File: src/core/ptc_pkg.sv
// package: register map, field layout, reset values and setting codes of the input conditioner
package ptc_pkg;

  // =====================================================================
  // bus and register map
  localparam int unsigned PTC_ADDR_W = 8;
  localparam int unsigned PTC_DATA_W = 32;
  localparam logic [7:0] PTC_OFF_CFG = 8'h00;
  localparam logic [7:0] PTC_OFF_SELPOL = 8'h04;
  localparam logic [7:0] PTC_OFF_CMD = 8'h08;
  localparam logic [7:0] PTC_OFF_RESTART = 8'h0C;
  localparam logic [7:0] PTC_OFF_STATUS = 8'h10;
  localparam logic [7:0] PTC_OFF_ACTIVE = 8'h14;

  // =====================================================================
  // configuration register fields (each setting is two bits)
  localparam int unsigned PTC_CFG_MODE_POS = 0;
  localparam int unsigned PTC_CFG_RUN_POS = 2;
  localparam int unsigned PTC_CFG_CANCEL_POS = 4;
  localparam int unsigned PTC_CFG_W = 6;
  localparam logic [5:0] PTC_CFG_RST = 6'h00;
  localparam int unsigned PTC_SELPOL_W = 16;
  localparam logic [15:0] PTC_SELPOL_RST = 16'h0000;

  // =====================================================================
  // command register fields
  localparam int unsigned PTC_CMD_STOP_POS = 0;
  localparam int unsigned PTC_CMD_START_POS = 1;
  localparam int unsigned PTC_CMD_STEP_START_POS = 2;
  localparam int unsigned PTC_CMD_CANCEL_POS = 3;
  localparam int unsigned PTC_CMD_STEP_POS = 8;
  localparam int unsigned PTC_RESTART_POS = 0;

  // =====================================================================
  // status register fields
  localparam int unsigned PTC_ST_MODE0_POS = 0;
  localparam int unsigned PTC_ST_RUN_POS = 1;
  localparam int unsigned PTC_ST_SERIAL_POS = 2;
  localparam int unsigned PTC_ST_STEPVLD_POS = 3;
  localparam int unsigned PTC_ST_STEP_POS = 8;
  localparam int unsigned PTC_ST_RAW_POS = 16;

  // =====================================================================
  // step number and input synchroniser
  localparam int unsigned PTC_STEP_W = 8;
  localparam int unsigned PTC_SYNC_STAGES = 2;
  localparam int unsigned PTC_RAW_W = 11;

  // =====================================================================
  // two-bit setting codes
  localparam logic [1:0] PTC_POL_CLOSED = 2'h0;
  localparam logic [1:0] PTC_POL_OPEN = 2'h1;
  localparam logic [1:0] PTC_POL_FORCE_ON = 2'h2;
  localparam logic [1:0] PTC_POL_FORCE_OFF = 2'h3;

endpackage

File: src/core/ptc_sync_if.sv
// interface: raw contact levels into the synchroniser and the clean levels back
`timescale 1ns/10ps
`default_nettype none
interface ptc_sync_if #(
  parameter int unsigned WIDTH = 11
);
  logic [WIDTH-1:0] raw;
  logic [WIDTH-1:0] clean;
  logic clean_vld;

  // =====================================================================
  // the synchroniser side and the user side
  modport sync_mp (input raw, output clean, output clean_vld);
  modport user_mp (output raw, input clean, input clean_vld);
endinterface
`default_nettype wire

File: src/core/ptc_cond.sv
// module: program-table input conditioning with apb settings and serial command port
//
// The implementer's own choices: the register addresses and the APB interface to the registers.
`timescale 1ns/10ps
`default_nettype none
module ptc_cond #(
  parameter int unsigned SEL_COUNT = 8
) (
  // clock and reset
  input wire logic clk,
  input wire logic sys_rst,
  // apb slave
  input wire logic psel,
  input wire logic penable,
  input wire logic pwrite,
  input wire logic [ptc_pkg::PTC_ADDR_W-1:0] paddr,
  input wire logic [ptc_pkg::PTC_DATA_W-1:0] pwdata,
  output logic pready,
  output logic pslverr,
  output logic [ptc_pkg::PTC_DATA_W-1:0] prdata,
  // contact inputs, high means contact closed
  input wire logic mode_select_in,
  input wire logic run_halt_in,
  input wire logic sequence_cancel_in,
  input wire logic [SEL_COUNT-1:0] step_select_in,
  // conditioned outputs
  output logic program_mode,
  output logic sequence_run,
  output logic sequence_cancel_pulse,
  output logic [ptc_pkg::PTC_STEP_W-1:0] sequence_step_number
);
  import ptc_pkg::*;

  typedef struct packed {
    logic [PTC_CFG_W-1:0] cfg_shadow;
    logic [PTC_SELPOL_W-1:0] selpol_shadow;
    logic [PTC_CFG_W-1:0] cfg_act;
    logic [PTC_SELPOL_W-1:0] selpol_act;
    logic cancel_prev;
    logic primed;
    logic serial_own;
    logic serial_run;
    logic serial_step_vld;
    logic [PTC_STEP_W-1:0] serial_step;
    logic mode0;
    logic run;
    logic cancel_pulse;
    logic [PTC_STEP_W-1:0] step;
    logic pready;
    logic pslverr;
    logic [PTC_DATA_W-1:0] prdata;
  } ptc_state_t;

  ptc_state_t st_ff;
  ptc_state_t nxt_st;

  // =====================================================================
  // elaboration checks
  if (SEL_COUNT < 1 || SEL_COUNT > PTC_STEP_W) begin : g_bad_sel
    $error("ptc_cond supports one to eight select inputs");
  end
  if (PTC_RAW_W != PTC_STEP_W + 3) begin : g_bad_raw
    $error("ptc_cond needs the raw bus to hold the three contacts and every select");
  end
  if (PTC_SELPOL_W < 2 * PTC_STEP_W) begin : g_bad_selpol
    $error("ptc_cond needs two setting bits for each select input");
  end

  // =====================================================================
  // setting decode shared by mode and select inputs
  function automatic logic pol_level(input logic [1:0] pol, input logic contact);
    logic lvl;
    lvl = 1'b0;
    unique case (pol)
      PTC_POL_CLOSED: lvl = contact;
      PTC_POL_OPEN: lvl = ~contact;
      PTC_POL_FORCE_ON: lvl = 1'b1;
      PTC_POL_FORCE_OFF: lvl = 1'b0;
    endcase
    return lvl;
  endfunction

  // =====================================================================
  // synchroniser for every contact before any decoding
  ptc_sync_if #(.WIDTH(PTC_RAW_W)) sif ();

  logic [PTC_STEP_W-1:0] sel_pad;
  always_comb begin
    sel_pad = '0;
    sel_pad[SEL_COUNT-1:0] = step_select_in;
  end

  // every contact passes the same two flops, so mode, run and step outputs stay aligned
  assign sif.raw = {sel_pad, sequence_cancel_in, run_halt_in, mode_select_in};

  ptc_sync #(
    .WIDTH(PTC_RAW_W),
    .STAGES(PTC_SYNC_STAGES)
  ) u_sync (
    .clk(clk),
    .sys_rst(sys_rst),
    .sif(sif)
  );

  // =====================================================================
  // clean levels and active settings
  logic mode_c;
  logic run_c;
  logic cancel_c;
  logic [PTC_STEP_W-1:0] sel_c;
  logic [1:0] mode_pol;
  logic [1:0] run_pol;
  logic [1:0] cancel_pol;

  assign mode_c = sif.clean[0];
  assign run_c = sif.clean[1];
  assign cancel_c = sif.clean[2];
  assign sel_c = sif.clean[PTC_RAW_W-1:3];
  assign mode_pol = st_ff.cfg_act[PTC_CFG_MODE_POS +: 2];
  assign run_pol = st_ff.cfg_act[PTC_CFG_RUN_POS +: 2];
  assign cancel_pol = st_ff.cfg_act[PTC_CFG_CANCEL_POS +: 2];

  // =====================================================================
  // one-hot register decode, shared by the write strobes and the error flag
  typedef struct packed {
    logic cfg;
    logic selpol;
    logic cmd;
    logic restart;
    logic status;
    logic active;
  } ptc_rsel_t;

  // an unaligned or out-of-range address matches no field, so it lands as an error
  function automatic ptc_rsel_t reg_decode(input logic [PTC_ADDR_W-1:0] addr);
    ptc_rsel_t hit;
    hit = '0;
    hit.cfg = (addr == PTC_OFF_CFG);
    hit.selpol = (addr == PTC_OFF_SELPOL);
    hit.cmd = (addr == PTC_OFF_CMD);
    hit.restart = (addr == PTC_OFF_RESTART);
    hit.status = (addr == PTC_OFF_STATUS);
    hit.active = (addr == PTC_OFF_ACTIVE);
    return hit;
  endfunction

  // =====================================================================
  // apb decode; writes land on the access edge only
  ptc_rsel_t rsel;
  logic acc_edge;
  logic wr_edge;
  logic setup;
  logic addr_ok;
  logic cfg_wr;
  logic selpol_wr;

  assign rsel = reg_decode(paddr);
  assign setup = psel & ~penable;
  assign acc_edge = psel & penable & st_ff.pready;
  // the error flag of the access blocks the write, so an unmapped word changes nothing
  assign wr_edge = acc_edge & pwrite & ~st_ff.pslverr;
  assign addr_ok = |rsel;
  assign cfg_wr = wr_edge & rsel.cfg;
  assign selpol_wr = wr_edge & rsel.selpol;

  // =====================================================================
  // serial command strobes from the command register
  logic cmd_wr;
  logic cmd_stop;
  logic cmd_start;
  logic cmd_step_start;
  logic cmd_cancel;
  logic restart_wr;
  logic [PTC_STEP_W-1:0] cmd_step;

  assign cmd_wr = wr_edge & rsel.cmd;
  assign cmd_stop = cmd_wr & pwdata[PTC_CMD_STOP_POS];
  assign cmd_start = cmd_wr & pwdata[PTC_CMD_START_POS];
  assign cmd_step_start = cmd_wr & pwdata[PTC_CMD_STEP_START_POS];
  assign cmd_cancel = cmd_wr & pwdata[PTC_CMD_CANCEL_POS];
  assign cmd_step = pwdata[PTC_CMD_STEP_POS +: PTC_STEP_W];
  assign restart_wr = wr_edge & rsel.restart & pwdata[PTC_RESTART_POS];

  // =====================================================================
  // conditioning of the wired inputs
  logic wired_mode0;
  logic wired_run;
  logic wired_cancel;
  logic [PTC_STEP_W-1:0] wired_step;

  always_comb begin
    // polarity 3 selects program mode never, which is exactly the jog-mode force
    wired_mode0 = pol_level(mode_pol, mode_c);
    // run and cancel code 3 acts as code 2, so an unused code never starts or cancels
    unique case (run_pol)
      PTC_POL_CLOSED: wired_run = run_c;
      PTC_POL_OPEN: wired_run = ~run_c;
      default: wired_run = 1'b0;
    endcase
    // edges only count once the synchroniser holds real samples
    unique case (cancel_pol)
      PTC_POL_CLOSED: wired_cancel = st_ff.primed & cancel_c & ~st_ff.cancel_prev;
      PTC_POL_OPEN: wired_cancel = st_ff.primed & ~cancel_c & st_ff.cancel_prev;
      default: wired_cancel = 1'b0;
    endcase
    // unused step bits stay zero when fewer select inputs are fitted
    wired_step = '0;
    for (int i = 0; i < SEL_COUNT; i++) begin
      wired_step[i] = pol_level(st_ff.selpol_act[2*i +: 2], sel_c[i]);
    end
  end

  // =====================================================================
  // next state
  always_comb begin
    nxt_st = st_ff;
    nxt_st.cancel_prev = cancel_c;
    nxt_st.primed = sif.clean_vld;
    nxt_st.cancel_pulse = 1'b0;

    // serial commands: cancel beats stop, stop beats start
    if (cmd_cancel) begin
      nxt_st.serial_own = 1'b1;
      nxt_st.serial_run = 1'b0;
      nxt_st.serial_step_vld = 1'b0;
    end else if (cmd_stop) begin
      nxt_st.serial_own = 1'b1;
      nxt_st.serial_run = 1'b0;
    end else if (cmd_step_start) begin
      nxt_st.serial_own = 1'b1;
      nxt_st.serial_run = 1'b1;
      nxt_st.serial_step_vld = 1'b1;
      nxt_st.serial_step = cmd_step;
    end else if (cmd_start) begin
      nxt_st.serial_own = 1'b1;
      nxt_st.serial_run = 1'b1;
    end

    // settings only steer the logic after a restart; the restart also hands control back
    if (restart_wr) begin
      nxt_st.cfg_act = st_ff.cfg_shadow;
      nxt_st.selpol_act = st_ff.selpol_shadow;
      nxt_st.serial_own = 1'b0;
      nxt_st.serial_run = 1'b0;
      nxt_st.serial_step_vld = 1'b0;
      nxt_st.primed = 1'b0;
    end

    // mode and run follow the serial path once software has taken over; step does once a step was commanded
    if (st_ff.serial_own) begin
      nxt_st.mode0 = 1'b1;
      nxt_st.run = st_ff.serial_run;
      nxt_st.step = st_ff.serial_step_vld ? st_ff.serial_step : wired_step;
    end else begin
      nxt_st.mode0 = wired_mode0;
      nxt_st.run = wired_run;
      nxt_st.step = wired_step;
    end
    nxt_st.cancel_pulse = wired_cancel | cmd_cancel;
    // a cancel drops the run level in the same cycle as the pulse
    if (wired_cancel | cmd_cancel) begin
      nxt_st.run = 1'b0;
    end

    // shadow setting writes
    if (cfg_wr) begin
      nxt_st.cfg_shadow = pwdata[PTC_CFG_W-1:0];
    end
    if (selpol_wr) begin
      nxt_st.selpol_shadow = pwdata[PTC_SELPOL_W-1:0];
    end

    // apb answer: ready rises for the access phase after each setup, unmapped flags error
    nxt_st.pready = 1'b0;
    nxt_st.pslverr = 1'b0;
    if (setup) begin
      nxt_st.pready = 1'b1;
      nxt_st.pslverr = ~addr_ok;
      nxt_st.prdata = '0;
      if (!pwrite) begin
        unique case (paddr)
          PTC_OFF_CFG: nxt_st.prdata[PTC_CFG_W-1:0] = st_ff.cfg_shadow;
          PTC_OFF_SELPOL: nxt_st.prdata[PTC_SELPOL_W-1:0] = st_ff.selpol_shadow;
          PTC_OFF_STATUS: begin
            nxt_st.prdata[PTC_ST_MODE0_POS] = st_ff.mode0;
            nxt_st.prdata[PTC_ST_RUN_POS] = st_ff.run;
            nxt_st.prdata[PTC_ST_SERIAL_POS] = st_ff.serial_own;
            nxt_st.prdata[PTC_ST_STEPVLD_POS] = st_ff.serial_step_vld;
            nxt_st.prdata[PTC_ST_STEP_POS +: PTC_STEP_W] = st_ff.step;
            nxt_st.prdata[PTC_ST_RAW_POS +: PTC_RAW_W] = sif.clean;
          end
          PTC_OFF_ACTIVE: begin
            nxt_st.prdata[PTC_CFG_W-1:0] = st_ff.cfg_act;
            nxt_st.prdata[PTC_ST_RAW_POS +: PTC_SELPOL_W] = st_ff.selpol_act;
          end
          default: nxt_st.prdata = '0;
        endcase
      end
    end else if (psel && penable && !st_ff.pready) begin
      // access without our setup seen: answer one cycle late rather than hang
      nxt_st.pready = 1'b1;
      nxt_st.pslverr = st_ff.pslverr;
    end
  end

  // =====================================================================
  // state register; reset loads the default code of every setting field
  always_ff @(posedge clk) begin
    if (sys_rst) begin
      st_ff <= '0;
      st_ff.cfg_shadow <= PTC_CFG_RST;
      st_ff.selpol_shadow <= PTC_SELPOL_RST;
      st_ff.cfg_act <= PTC_CFG_RST;
      st_ff.selpol_act <= PTC_SELPOL_RST;
    end else begin
      st_ff <= nxt_st;
    end
  end

  // =====================================================================
  // outputs straight from the state register
  // status reads copy these same flops in the setup cycle, so the read data shows the pins as they stood one cycle before ready
  assign pready = st_ff.pready;
  assign pslverr = st_ff.pslverr;
  assign prdata = st_ff.prdata;
  assign program_mode = st_ff.mode0;
  assign sequence_run = st_ff.run;
  assign sequence_cancel_pulse = st_ff.cancel_pulse;
  assign sequence_step_number = st_ff.step;
endmodule
`default_nettype wire

File: src/core/ptc_sync.sv
// module: multi-stage synchroniser for the contact inputs with a filled flag
`timescale 1ns/10ps
`default_nettype none
module ptc_sync #(
  parameter int unsigned WIDTH = 11,
  parameter int unsigned STAGES = 2
) (
  // clock and reset
  input wire logic clk,
  input wire logic sys_rst,
  // levels in and out
  ptc_sync_if.sync_mp sif
);
  import ptc_pkg::*;

  typedef struct packed {
    logic [STAGES-1:0][WIDTH-1:0] stage;
    logic [STAGES-1:0] fill;
  } ptc_sync_state_t;

  ptc_sync_state_t st_ff;
  ptc_sync_state_t nxt_st;

  // =====================================================================
  // elaboration checks
  if (STAGES < 2) begin : g_bad_stages
    $error("ptc_sync needs at least two stages");
  end

  // =====================================================================
  // shift chain; stage 0 is read only by stage 1
  always_comb begin
    nxt_st = st_ff;
    nxt_st.stage[0] = sif.raw;
    for (int i = 1; i < STAGES; i++) begin
      nxt_st.stage[i] = st_ff.stage[i-1];
    end
    nxt_st.fill = {st_ff.fill[STAGES-2:0], 1'b1};
  end

  // =====================================================================
  // state register
  always_ff @(posedge clk) begin
    if (sys_rst) begin
      st_ff <= '0;
    end else begin
      st_ff <= nxt_st;
    end
  end

  assign sif.clean = st_ff.stage[STAGES-1];
  // the flag only rises once real samples reach the output, so no false edge after reset
  assign sif.clean_vld = st_ff.fill[STAGES-1];
endmodule
`default_nettype wire

File: config.mk
export PLATFORM = sky130hd
export DESIGN_NAME = ptc_cond
export DESIGN_NICKNAME = d
export VERILOG_FILES = /design/src/core/ptc_pkg.sv /design/src/core/ptc_sync_if.sv /design/src/core/ptc_cond.sv /design/src/core/ptc_sync.sv
export SDC_FILE = /design/constraint.sdc
export NUM_CORES = 1
export LEC_CHECK = 0
export ABC_AREA = 1
export ABC_CLOCK_PERIOD_IN_PS = 1600
export BUFFER_PORTS_ARGS = -buffer_cell sky130_fd_sc_hd__buf_2
export CAP_MARGIN = 20
export CORE_ASPECT_RATIO = 0.5
export CORE_MARGIN = 5
export CORE_UTILIZATION = 46
export CTS_BUF_LIST = sky130_fd_sc_hd__clkbuf_2
export DETAILED_ROUTE_END_ITERATION = 10
export PLACE_DENSITY = 0.72
export SLEW_MARGIN = 20
export SYNTH_ARGS = -nofsm -noshare
export SYNTH_HDL_FRONTEND = slang
export SYNTH_HIERARCHICAL = 1
export SYNTH_SLANG_ARGS = --single-unit
File: constraint.sdc
create_clock -name clk -period 1.6 [get_ports clk]
set_input_delay 0.08 -clock clk [delete_from_list [all_inputs] [get_ports clk]]
set_output_delay 0.08 -clock clk [all_outputs]
set_load 0.02 [all_outputs]
* Word-level counts from Yosys, hierarchy flattened
Index checks and enable logic that the tools add are counted.
** Word-level totals
- Output and inout port bits :: 45
- Input bits :: 56
- Bits in registers :: 126
** Cells by class
- Mux-type cells :: 30
- Equality and inequality tests :: 35
- Bitwise gates (word level) :: 36
- Reductions and logical operators :: 24
** Operator list (count)
- $eq A2 B2 Y1 const B :: 18
- $pmux W1 S4 :: 9
- $mux W32 :: 1
- $eq A2 B1 Y1 const B :: 11
- $logic_not A2 Y1 :: 11
- $pmux W11 S2 :: 1
- $and A1 B1 Y1 :: 18
- $mux W9 :: 2
- $not A1 Y1 :: 17
- $eq A8 B4 Y1 const B :: 2
- $eq A8 B5 Y1 const B :: 2
- $mux W8 :: 2
- $pmux W4 S4 :: 1
- $pmux W8 S2 :: 1
- $mux W2 :: 7
- $eq A8 B3 Y1 const B :: 1
- $logic_not A8 Y1 :: 1
- $pmux W2 S3 :: 1
- $reduce_or A6 Y1 :: 1
- $mux W5 :: 1
- $pmux W1 S2 :: 2
- $reduce_bool A4 Y1 :: 1
- $reduce_or A2 Y1 :: 2
- $reduce_or A4 Y1 :: 1
- other kinds (10) :: 11

* Longest topological paths before layout
Gate-level depths: netlist (run 1).
- Word-level depth :: 10
- Mapped depth :: 10

* By module
Netlist (run 1), hierarchy kept.
** Modules (own cells, without submodules)
- ptc_cond :: times used 1, sequential area each 2042.0 um2, area an instance 4579.4 um2, cells an instance 623
- ptc_sync :: times used 1, sequential area each 480.5 um2, area an instance 679.4 um2, cells an instance 73

* Worst setup path before layout (run 1)
Ideal clock, no wire load.
- Kind :: register to register
- Start :: register st_ff, in the netlist pready
- End :: register st_ff, in the netlist run_pol[0]
- Data required time :: 1.484 ns
- Path buffers :: 1
- Cell stages (with the launch flop) :: 7
- Setup time :: 0.116 ns
- Data arrival time :: 1.399 ns
- Path slack :: 0.085 ns
- Clock period less this slack :: 1.515 ns
- Path through :: dfxtp_1 > nand2_1 > nor3_4 > nand3_2 > clkbuf_2 > o21ai_0 > nor2_1
** On the way
- Cells in the longest elaborated chain, start to end :: 5
** Ends and longest elaborated chain
- from (decl) :: line ptc_cond.sv:54 : ptc_state_t st_ff;
- from (signal assigned) :: line ptc_cond.sv:316 : st_ff <= nxt_st;
- $and A1 B1 Y1 :: line ptc_cond.sv:159 : assign acc_edge = psel & penable & st_ff.pready;
- $and A1 B1 Y1 (2 in series) :: line ptc_cond.sv:161 : assign wr_edge = acc_edge & pwrite & ~st_ff.pslverr;
- $and A1 B1 Y1 (2 in series) :: line ptc_cond.sv:182 : assign restart_wr = wr_edge & rsel.restart & pwdata[PTC_RESTART_POS];
Every way passes these cells.
A chain may end at the register's enable or synchronous reset.

* Worst setup path in the final report (run 1)
- Start :: input port paddr[0] in the netlist's numbering
- End :: register st_ff, in the netlist prdata[1]
** On the way
- Cells in the longest elaborated chain, start to end :: 3
** Ends and longest elaborated chain
- from (decl) :: line ptc_cond.sv:16 : input wire logic [ptc_pkg::PTC_ADDR_W-1:0] paddr,
- $eq A8 B5 Y1 (tied with other cells) :: line ptc_cond.sv:281 : unique case (paddr)
- $pmux W4 S4 * :: line ptc_cond.sv:281
- $mux W32 * :: line ptc_cond.sv:280 : if (!pwrite) begin
Every way passes the cells marked *; elsewhere a longest branch is shown, timed or not.

==> reports/results.txt, run 1 <==
vias in the first global route: 4120
max incr delay on CP: 540 ps
clock-pin slew on the worst setup and hold paths: 180 ps
Max VDD drop: 0.0004999 V
sequential-to-total area share from yosys stat: 47.97%
max-cap check violation count: 0
Worst-Margin Slew: 470.4 ps
core area: 11080 um2
hold_sp: pwdata[15]
cell area after synthesis: 5259 um2
clock latency on the worst-skew pair: 650 ps
Worst Path Arrival: 2110 ps
kind of critical path: primary input to register
root buffer cell: clkbuf_2
sequence of cells on the critical path: dlygate4sd3_1, buf_2, nor2_1, dlygate4sd3_1, nand3_1, nor2_2, buf_4, nand2_1, nand2_1, o21ai_0, a21oi_1
status: finished, final reports clean
count of final hold-check violations: 0
Seq cells post-synth: 126
Filler Cell Count: 1055
Synth Instances: 696
die area: 13800 um2
PD cells: 930.5 nW/um2
flop2flop setup slack: 90 ps
nets: 853
first-pass GRT wire length: 21.99 mm
CTS tree: built
Peak Freq: 639.3 MHz
Worst Setup Start Kind: primary input
Synth cell types: 30
Syn Nets: 752
DRC: 0
io pins: 101
IO Port Bufs: 84
die width: 161.2 um
fin crit share: 97.76%
worst reg2reg path endpoint: st_ff[72]
WL/cell: 14.38 um
Finished Cell Area: 6381 um2
drt pass-1 iters: 5
slew margin rel.: 68.56%
Period minus WS final: 1564 ps
Layout area overhead: 21.34%
Hold Path Cell Cnt: 4
1st-iter DRT viols: 461
dpl hpwl: 9.599 mm
proportion of layout cells with a drive suffix above 1: 18.64%
antenna violations before repair: 0
GRT Overall Usage: 20.31%
clock buffer depth: 2
die height: 85.61 um
Starting Density: 47.46%
GR Overflow Total: 0
number of H-tree levels: 4
pin count of the biggest net entering global routing: 65
worst flop-to-flop path startpoint: pready
Fin Clk Skew: 14.11 ps
Max FO, Critical Path: 6
Placed Area: 5559 um2
num rows: 27
TNS Setup: 0 ps
Final ANT Viol Nets: 0
routed wire length: 13.73 mm
final setup violation count: 0
Slew Viols, Final: 0
most common cell after layout, fill and taps aside: dfxtp_1
Via Count: 4718
GPL Wtd Cong: 0.9399
TritonCTS Buffers: 17
Antenna Cells: 0
Register-to-Register Path Depth: 8
Yosys warnings: 6
Hold Crit Class: primary input to register
LEAKAGE: 0.002860 uW
crit end category: register
slowest CP cell: dlygate4sd3_1
most frequent cells in the layout: dfxtp_1 (126), nand2_1 (119), nor2_1 (106), buf_2 (84)
syn_area_per_cell: 7.556 um2
clk sinks: 126
Worst Hold End: st_ff[52]
drt via density: 4.940
Req. time, crit path: 2150 ps
layout make-up:
class | count | area (um2) | share of cell area (%)
repair buffers | 153 | 1116 | 17.49
multi-input cells | 429 | 2009 | 31.49
well taps | 145 | 181.4 | 2.843
clock buffers | 19 | 95.09 | 1.490
inverters | 70 | 262.8 | 4.118
flip-flops and latches | 126 | 2522 | 39.53
clock inverters | 13 | 193.9 | 3.039
how the worst max path moves through the flow:
| stage | from | endpoint | slack [ps] | depth (start not counted) |
|---|---|---|---|---|
| 2_1_floorplan | pready | run_pol[0] | 90 | 6 |
| 3_3_place_gp | pready | st_ff[89] | 130 | 6 |
| 3_5_place_dp | pready | st_ff[72] | 60 | 7 |
| 4_1_cts | pready | st_ff[72] | 30 | 7 |
| 5_1_grt | pready | st_ff[71] | -5 | 8 |
| 6_report | paddr[0] | prdata[1] | 40 | 11 |
Yosys cell counts:
library cell	number	area share [%]
dfxtp_1	126	48
nand2_1	119	8.5
nor2_1	108	7.7
o21ai_0	65	6.2
inv_1	64	4.6
a21oi_1	57	5.4
buf_4	41	5.9
nand3_1	31	3.0
clkbuf_1	16	1.1
nand4_1	14	1.7
a31oi_1	9	1.1
buf_2	8	0.76
xor2_1	8	1.3
buf_6	5	1.1
inv_2	5	0.36
nor2_4	3	0.64
nand3_4	2	0.67
nor3_1	2	0.19
o22ai_1	2	0.24
and3_1	1	0.12
clkbuf_2	1	0.095
clkinv_1	1	0.071
nand2_2	1	0.12
nand2_4	1	0.21
nand3_2	1	0.19
nor2_2	1	0.12
nor3_2	1	0.19
nor3_4	1	0.31
o211ai_1	1	0.14
o31ai_1	1	0.14
flip-flops by register name, summed over array words and instances, names as in the netlist, 2 cells and up:
register and cells:
st_ff 51, u_sync/sif.clean 11, sequence_step_number 8, prdata 32, cancel_pol 2, mode_pol 2
run_pol 2, u_sync/nxt_st 12
cell families (layout without fill, tap and decap cells):
family / Yosys count / in the layout / share of synthesized area [%]
compound gates: 135 / 135 / 13.20
xor+xnor: 8 / 8 / 1.332
buf+inv: 141 / 255 / 13.92
flops: 126 / 126 / 47.97
simple gates: 286 / 286 / 23.58
repair_timing:
action,in CTS,in global routing
endpoints found under the hold margin,126,0
setup buffers,0,1
resized for setup,0,4
endpoints found under the setup margin,0,24
hold buffers,51,0
power by group:
| group | internal [uW] | switching [uW] | leakage [uW] |
|---|---|---|---|
| Clock | 1180 | 1150 | 0.000173 |
| Combinational | 186 | 213 | 0.00167 |
| Sequential | 3180 | 27.4 | 0.00102 |
metrics by stage:
stage                     setup WS [ps]  cells  hold WS, ps  total power, uW  util (%)
after floorplan                   85.23    696        151.2             3443         -
after global placement            129.7    871        290.4             3564     50.17
after detailed placement          58.89    871        287.7             3567     50.17
after CTS                         26.49    954        95.24             5984     57.38
after global routing             -5.185    955        129.6             6175     57.59
final                             35.81    955        171.4             5937     57.59
per-layer routing:
metal | vias up | GRT usage [%] | wire, um
met2 | 214 | 25.92 | 5126
met1 | 2097 | 32.30 | 6976
met3 | 13 | 5.425 | 1472
met5 | - | 0 | 0
li1 | 2394 | - | -
met4 | 0 | 6.192 | 156
critical path, delay by kind of cell:
family | cells | cell delay, ps
buf+inv | 4 | 1340
simple gates | 5 | 260
compound gates | 2 | 400
(Power assumes the default switching activity.)
==> run 2, diff against run 1 <==
--- a/config.mk
+++ b/config.mk
@@ -15,6 +15,7 @@
 export CTS_BUF_LIST = sky130_fd_sc_hd__clkbuf_2
 export DETAILED_ROUTE_END_ITERATION = 10
 export PLACE_DENSITY = 0.72
+export RECOVER_POWER = 25
 export SLEW_MARGIN = 20
 export SYNTH_ARGS = -nofsm -noshare
 export SYNTH_HDL_FRONTEND = slang
==> run 2 against run 1 <==
Net effect:
- final cell count unchanged
- global-route usage unchanged
- register-to-register slack about the same
- sequential share of layout area hardly changed
- sequential cell count stayed put
- highest routed layer unchanged
==> reports/results.txt, run 2 (same netlist as run 1, synthesis figures left out) <==
status: finished, final reports clean
PD cells: 931.4 nW/um2
clock latency on the worst-skew pair: 660 ps
GR Overflow Total: 0
Finished Cell Area: 6380 um2
Layout area overhead: 21.32%
fin crit share: 97.67%
die width: 161.2 um
max-cap check violation count: 0
Fin Clk Skew: 18.26 ps
kind of critical path: primary input to register
clk sinks: 126
drt pass-1 iters: 5
LEAKAGE: 0.002860 uW
Worst Setup Start Kind: primary input
Hold Slack: 169.9 ps
number of H-tree levels: 4
nets: 853
GPL Wtd Cong: 0.9399
Comb pwr share: 6.7%
die area: 13800 um2
Hold Crit Class: primary input to register
vias in the first global route: 4120
Pint: 4547 uW
Reg with most FFs: st_ff
core area: 11080 um2
IO Port Bufs: 84
count of final hold-check violations: 0
Worst Path Arrival: 2110 ps
Largest register FFs: 51
Final Util: 57.58%
Power, Total: 5942 uW
Peak Freq: 639.9 MHz
slew margin rel.: 68.82%
proportion of layout cells with a drive suffix above 1: 18.40%
Via Count: 4723
dpl hpwl: 9.599 mm
io pins: 101
Period minus WS final: 1563 ps
Antenna Cells: 0
Starting Density: 47.46%
CTS tree: built
clock buffer depth: 2
Slew Viols, Final: 0
GRT Overall Usage: 20.31%
pin count of the biggest net entering global routing: 65
Max FO, Critical Path: 6
routed wire length: 13.73 mm
die height: 85.61 um
switch share: 23.48%
DRC: 0
most frequent cells in the layout: dfxtp_1 (126), nand2_1 (119), nor2_1 (106), buf_2 (83), inv_1 (64)
Req. time, crit path: 2150 ps
Final ANT Viol Nets: 0
1st-iter DRT viols: 457
clock network fraction of total power: 39.3%
drt via density: 4.946
first-pass GRT wire length: 21.99 mm
most common cell after layout, fill and taps aside: dfxtp_1
Seq pwr share: 54.0%
TritonCTS Buffers: 17
Worst-Margin Slew: 466.6 ps
crit end category: register
WL/cell: 14.37 um
Max VDD drop: 0.0004998 V
root buffer cell: clkbuf_2
antenna violations before repair: 0
Psw: 1395 uW
num rows: 27
final setup violation count: 0
Placed Area: 5559 um2
clock-pin slew on the worst setup and hold paths: 180 ps
[run 2: changes by cell type in the layout (fill, tap and decap cells not counted), sizes merged]
| cell | change |
|---|---|
| buf | -1 |
| clkbuf | +1 |
[run 2: layer usage]
metal	GRT usage, %	share of wire, %
met1	32.30	51
met2	25.92	37
met3	5.425	11
met4	6.192	1.1
met5	0	0
[run 2: worst paths after layout]
check	startpoint	to	slack [ps]	cells past startpoint
worst max register to register	pready	st_ff[72]	90	8
worst min register to register	u_sync/nxt_st[15]	u_sync/sif.clean[2]	410	2
worst max-delay path	paddr[0]	prdata[1]	40	11
worst min-delay path	pwdata[15]	st_ff[52]	170	4
[run 2: worst max-delay path, cell delays in order]
cell	delay (ps)
dlygate4sd3_1	540
buf_2	110
nor2_1	30
dlygate4sd3_1	540
nand3_1	80
nor2_2	50
buf_4	160
nand2_1	50
nand2_1	50
o21ai_0	300
a21oi_1	100
[run 2: cell type report]
cell class	count	area, um2
fill	1056	4701
clock buffer	19	95.09
inverter	70	262.8
multi-input combinational	429	2009
sequential	126	2522
clock inverter	13	193.9
timing repair buffer	153	1115
tap	145	181.4
[run 2: what timing repair did]
action,4_1_cts,5_1_grt
hold buffers,51,0
resized for setup,0,4
setup buffers,0,1
endpoints found under the hold margin,126,0
endpoints found under the setup margin,0,24
[run 2: power by group through the flow]
| stage | sequential, uW | clock, uW | combinational, uW |
|---|---|---|---|
| finish | 3210 | 2340 | 397 |
| detailed placement | 3270 | 0 | 295 |
| global placement | 3270 | 0 | 292 |
| CTS | 3210 | 2390 | 391 |
| global route | 3220 | 2520 | 439 |
| floorplan | 3260 | 0 | 178 |
[run 2: through the flow]
stage          setup TNS (ps)  instances  worst slack, ps
6_report                    0        955            37.26
4_1_cts                     0        954            26.49
2_1_floorplan               0        696            85.23
3_3_place_gp                0        871            129.7
3_5_place_dp                0        871            58.89
5_1_grt                -7.842        955           -5.189
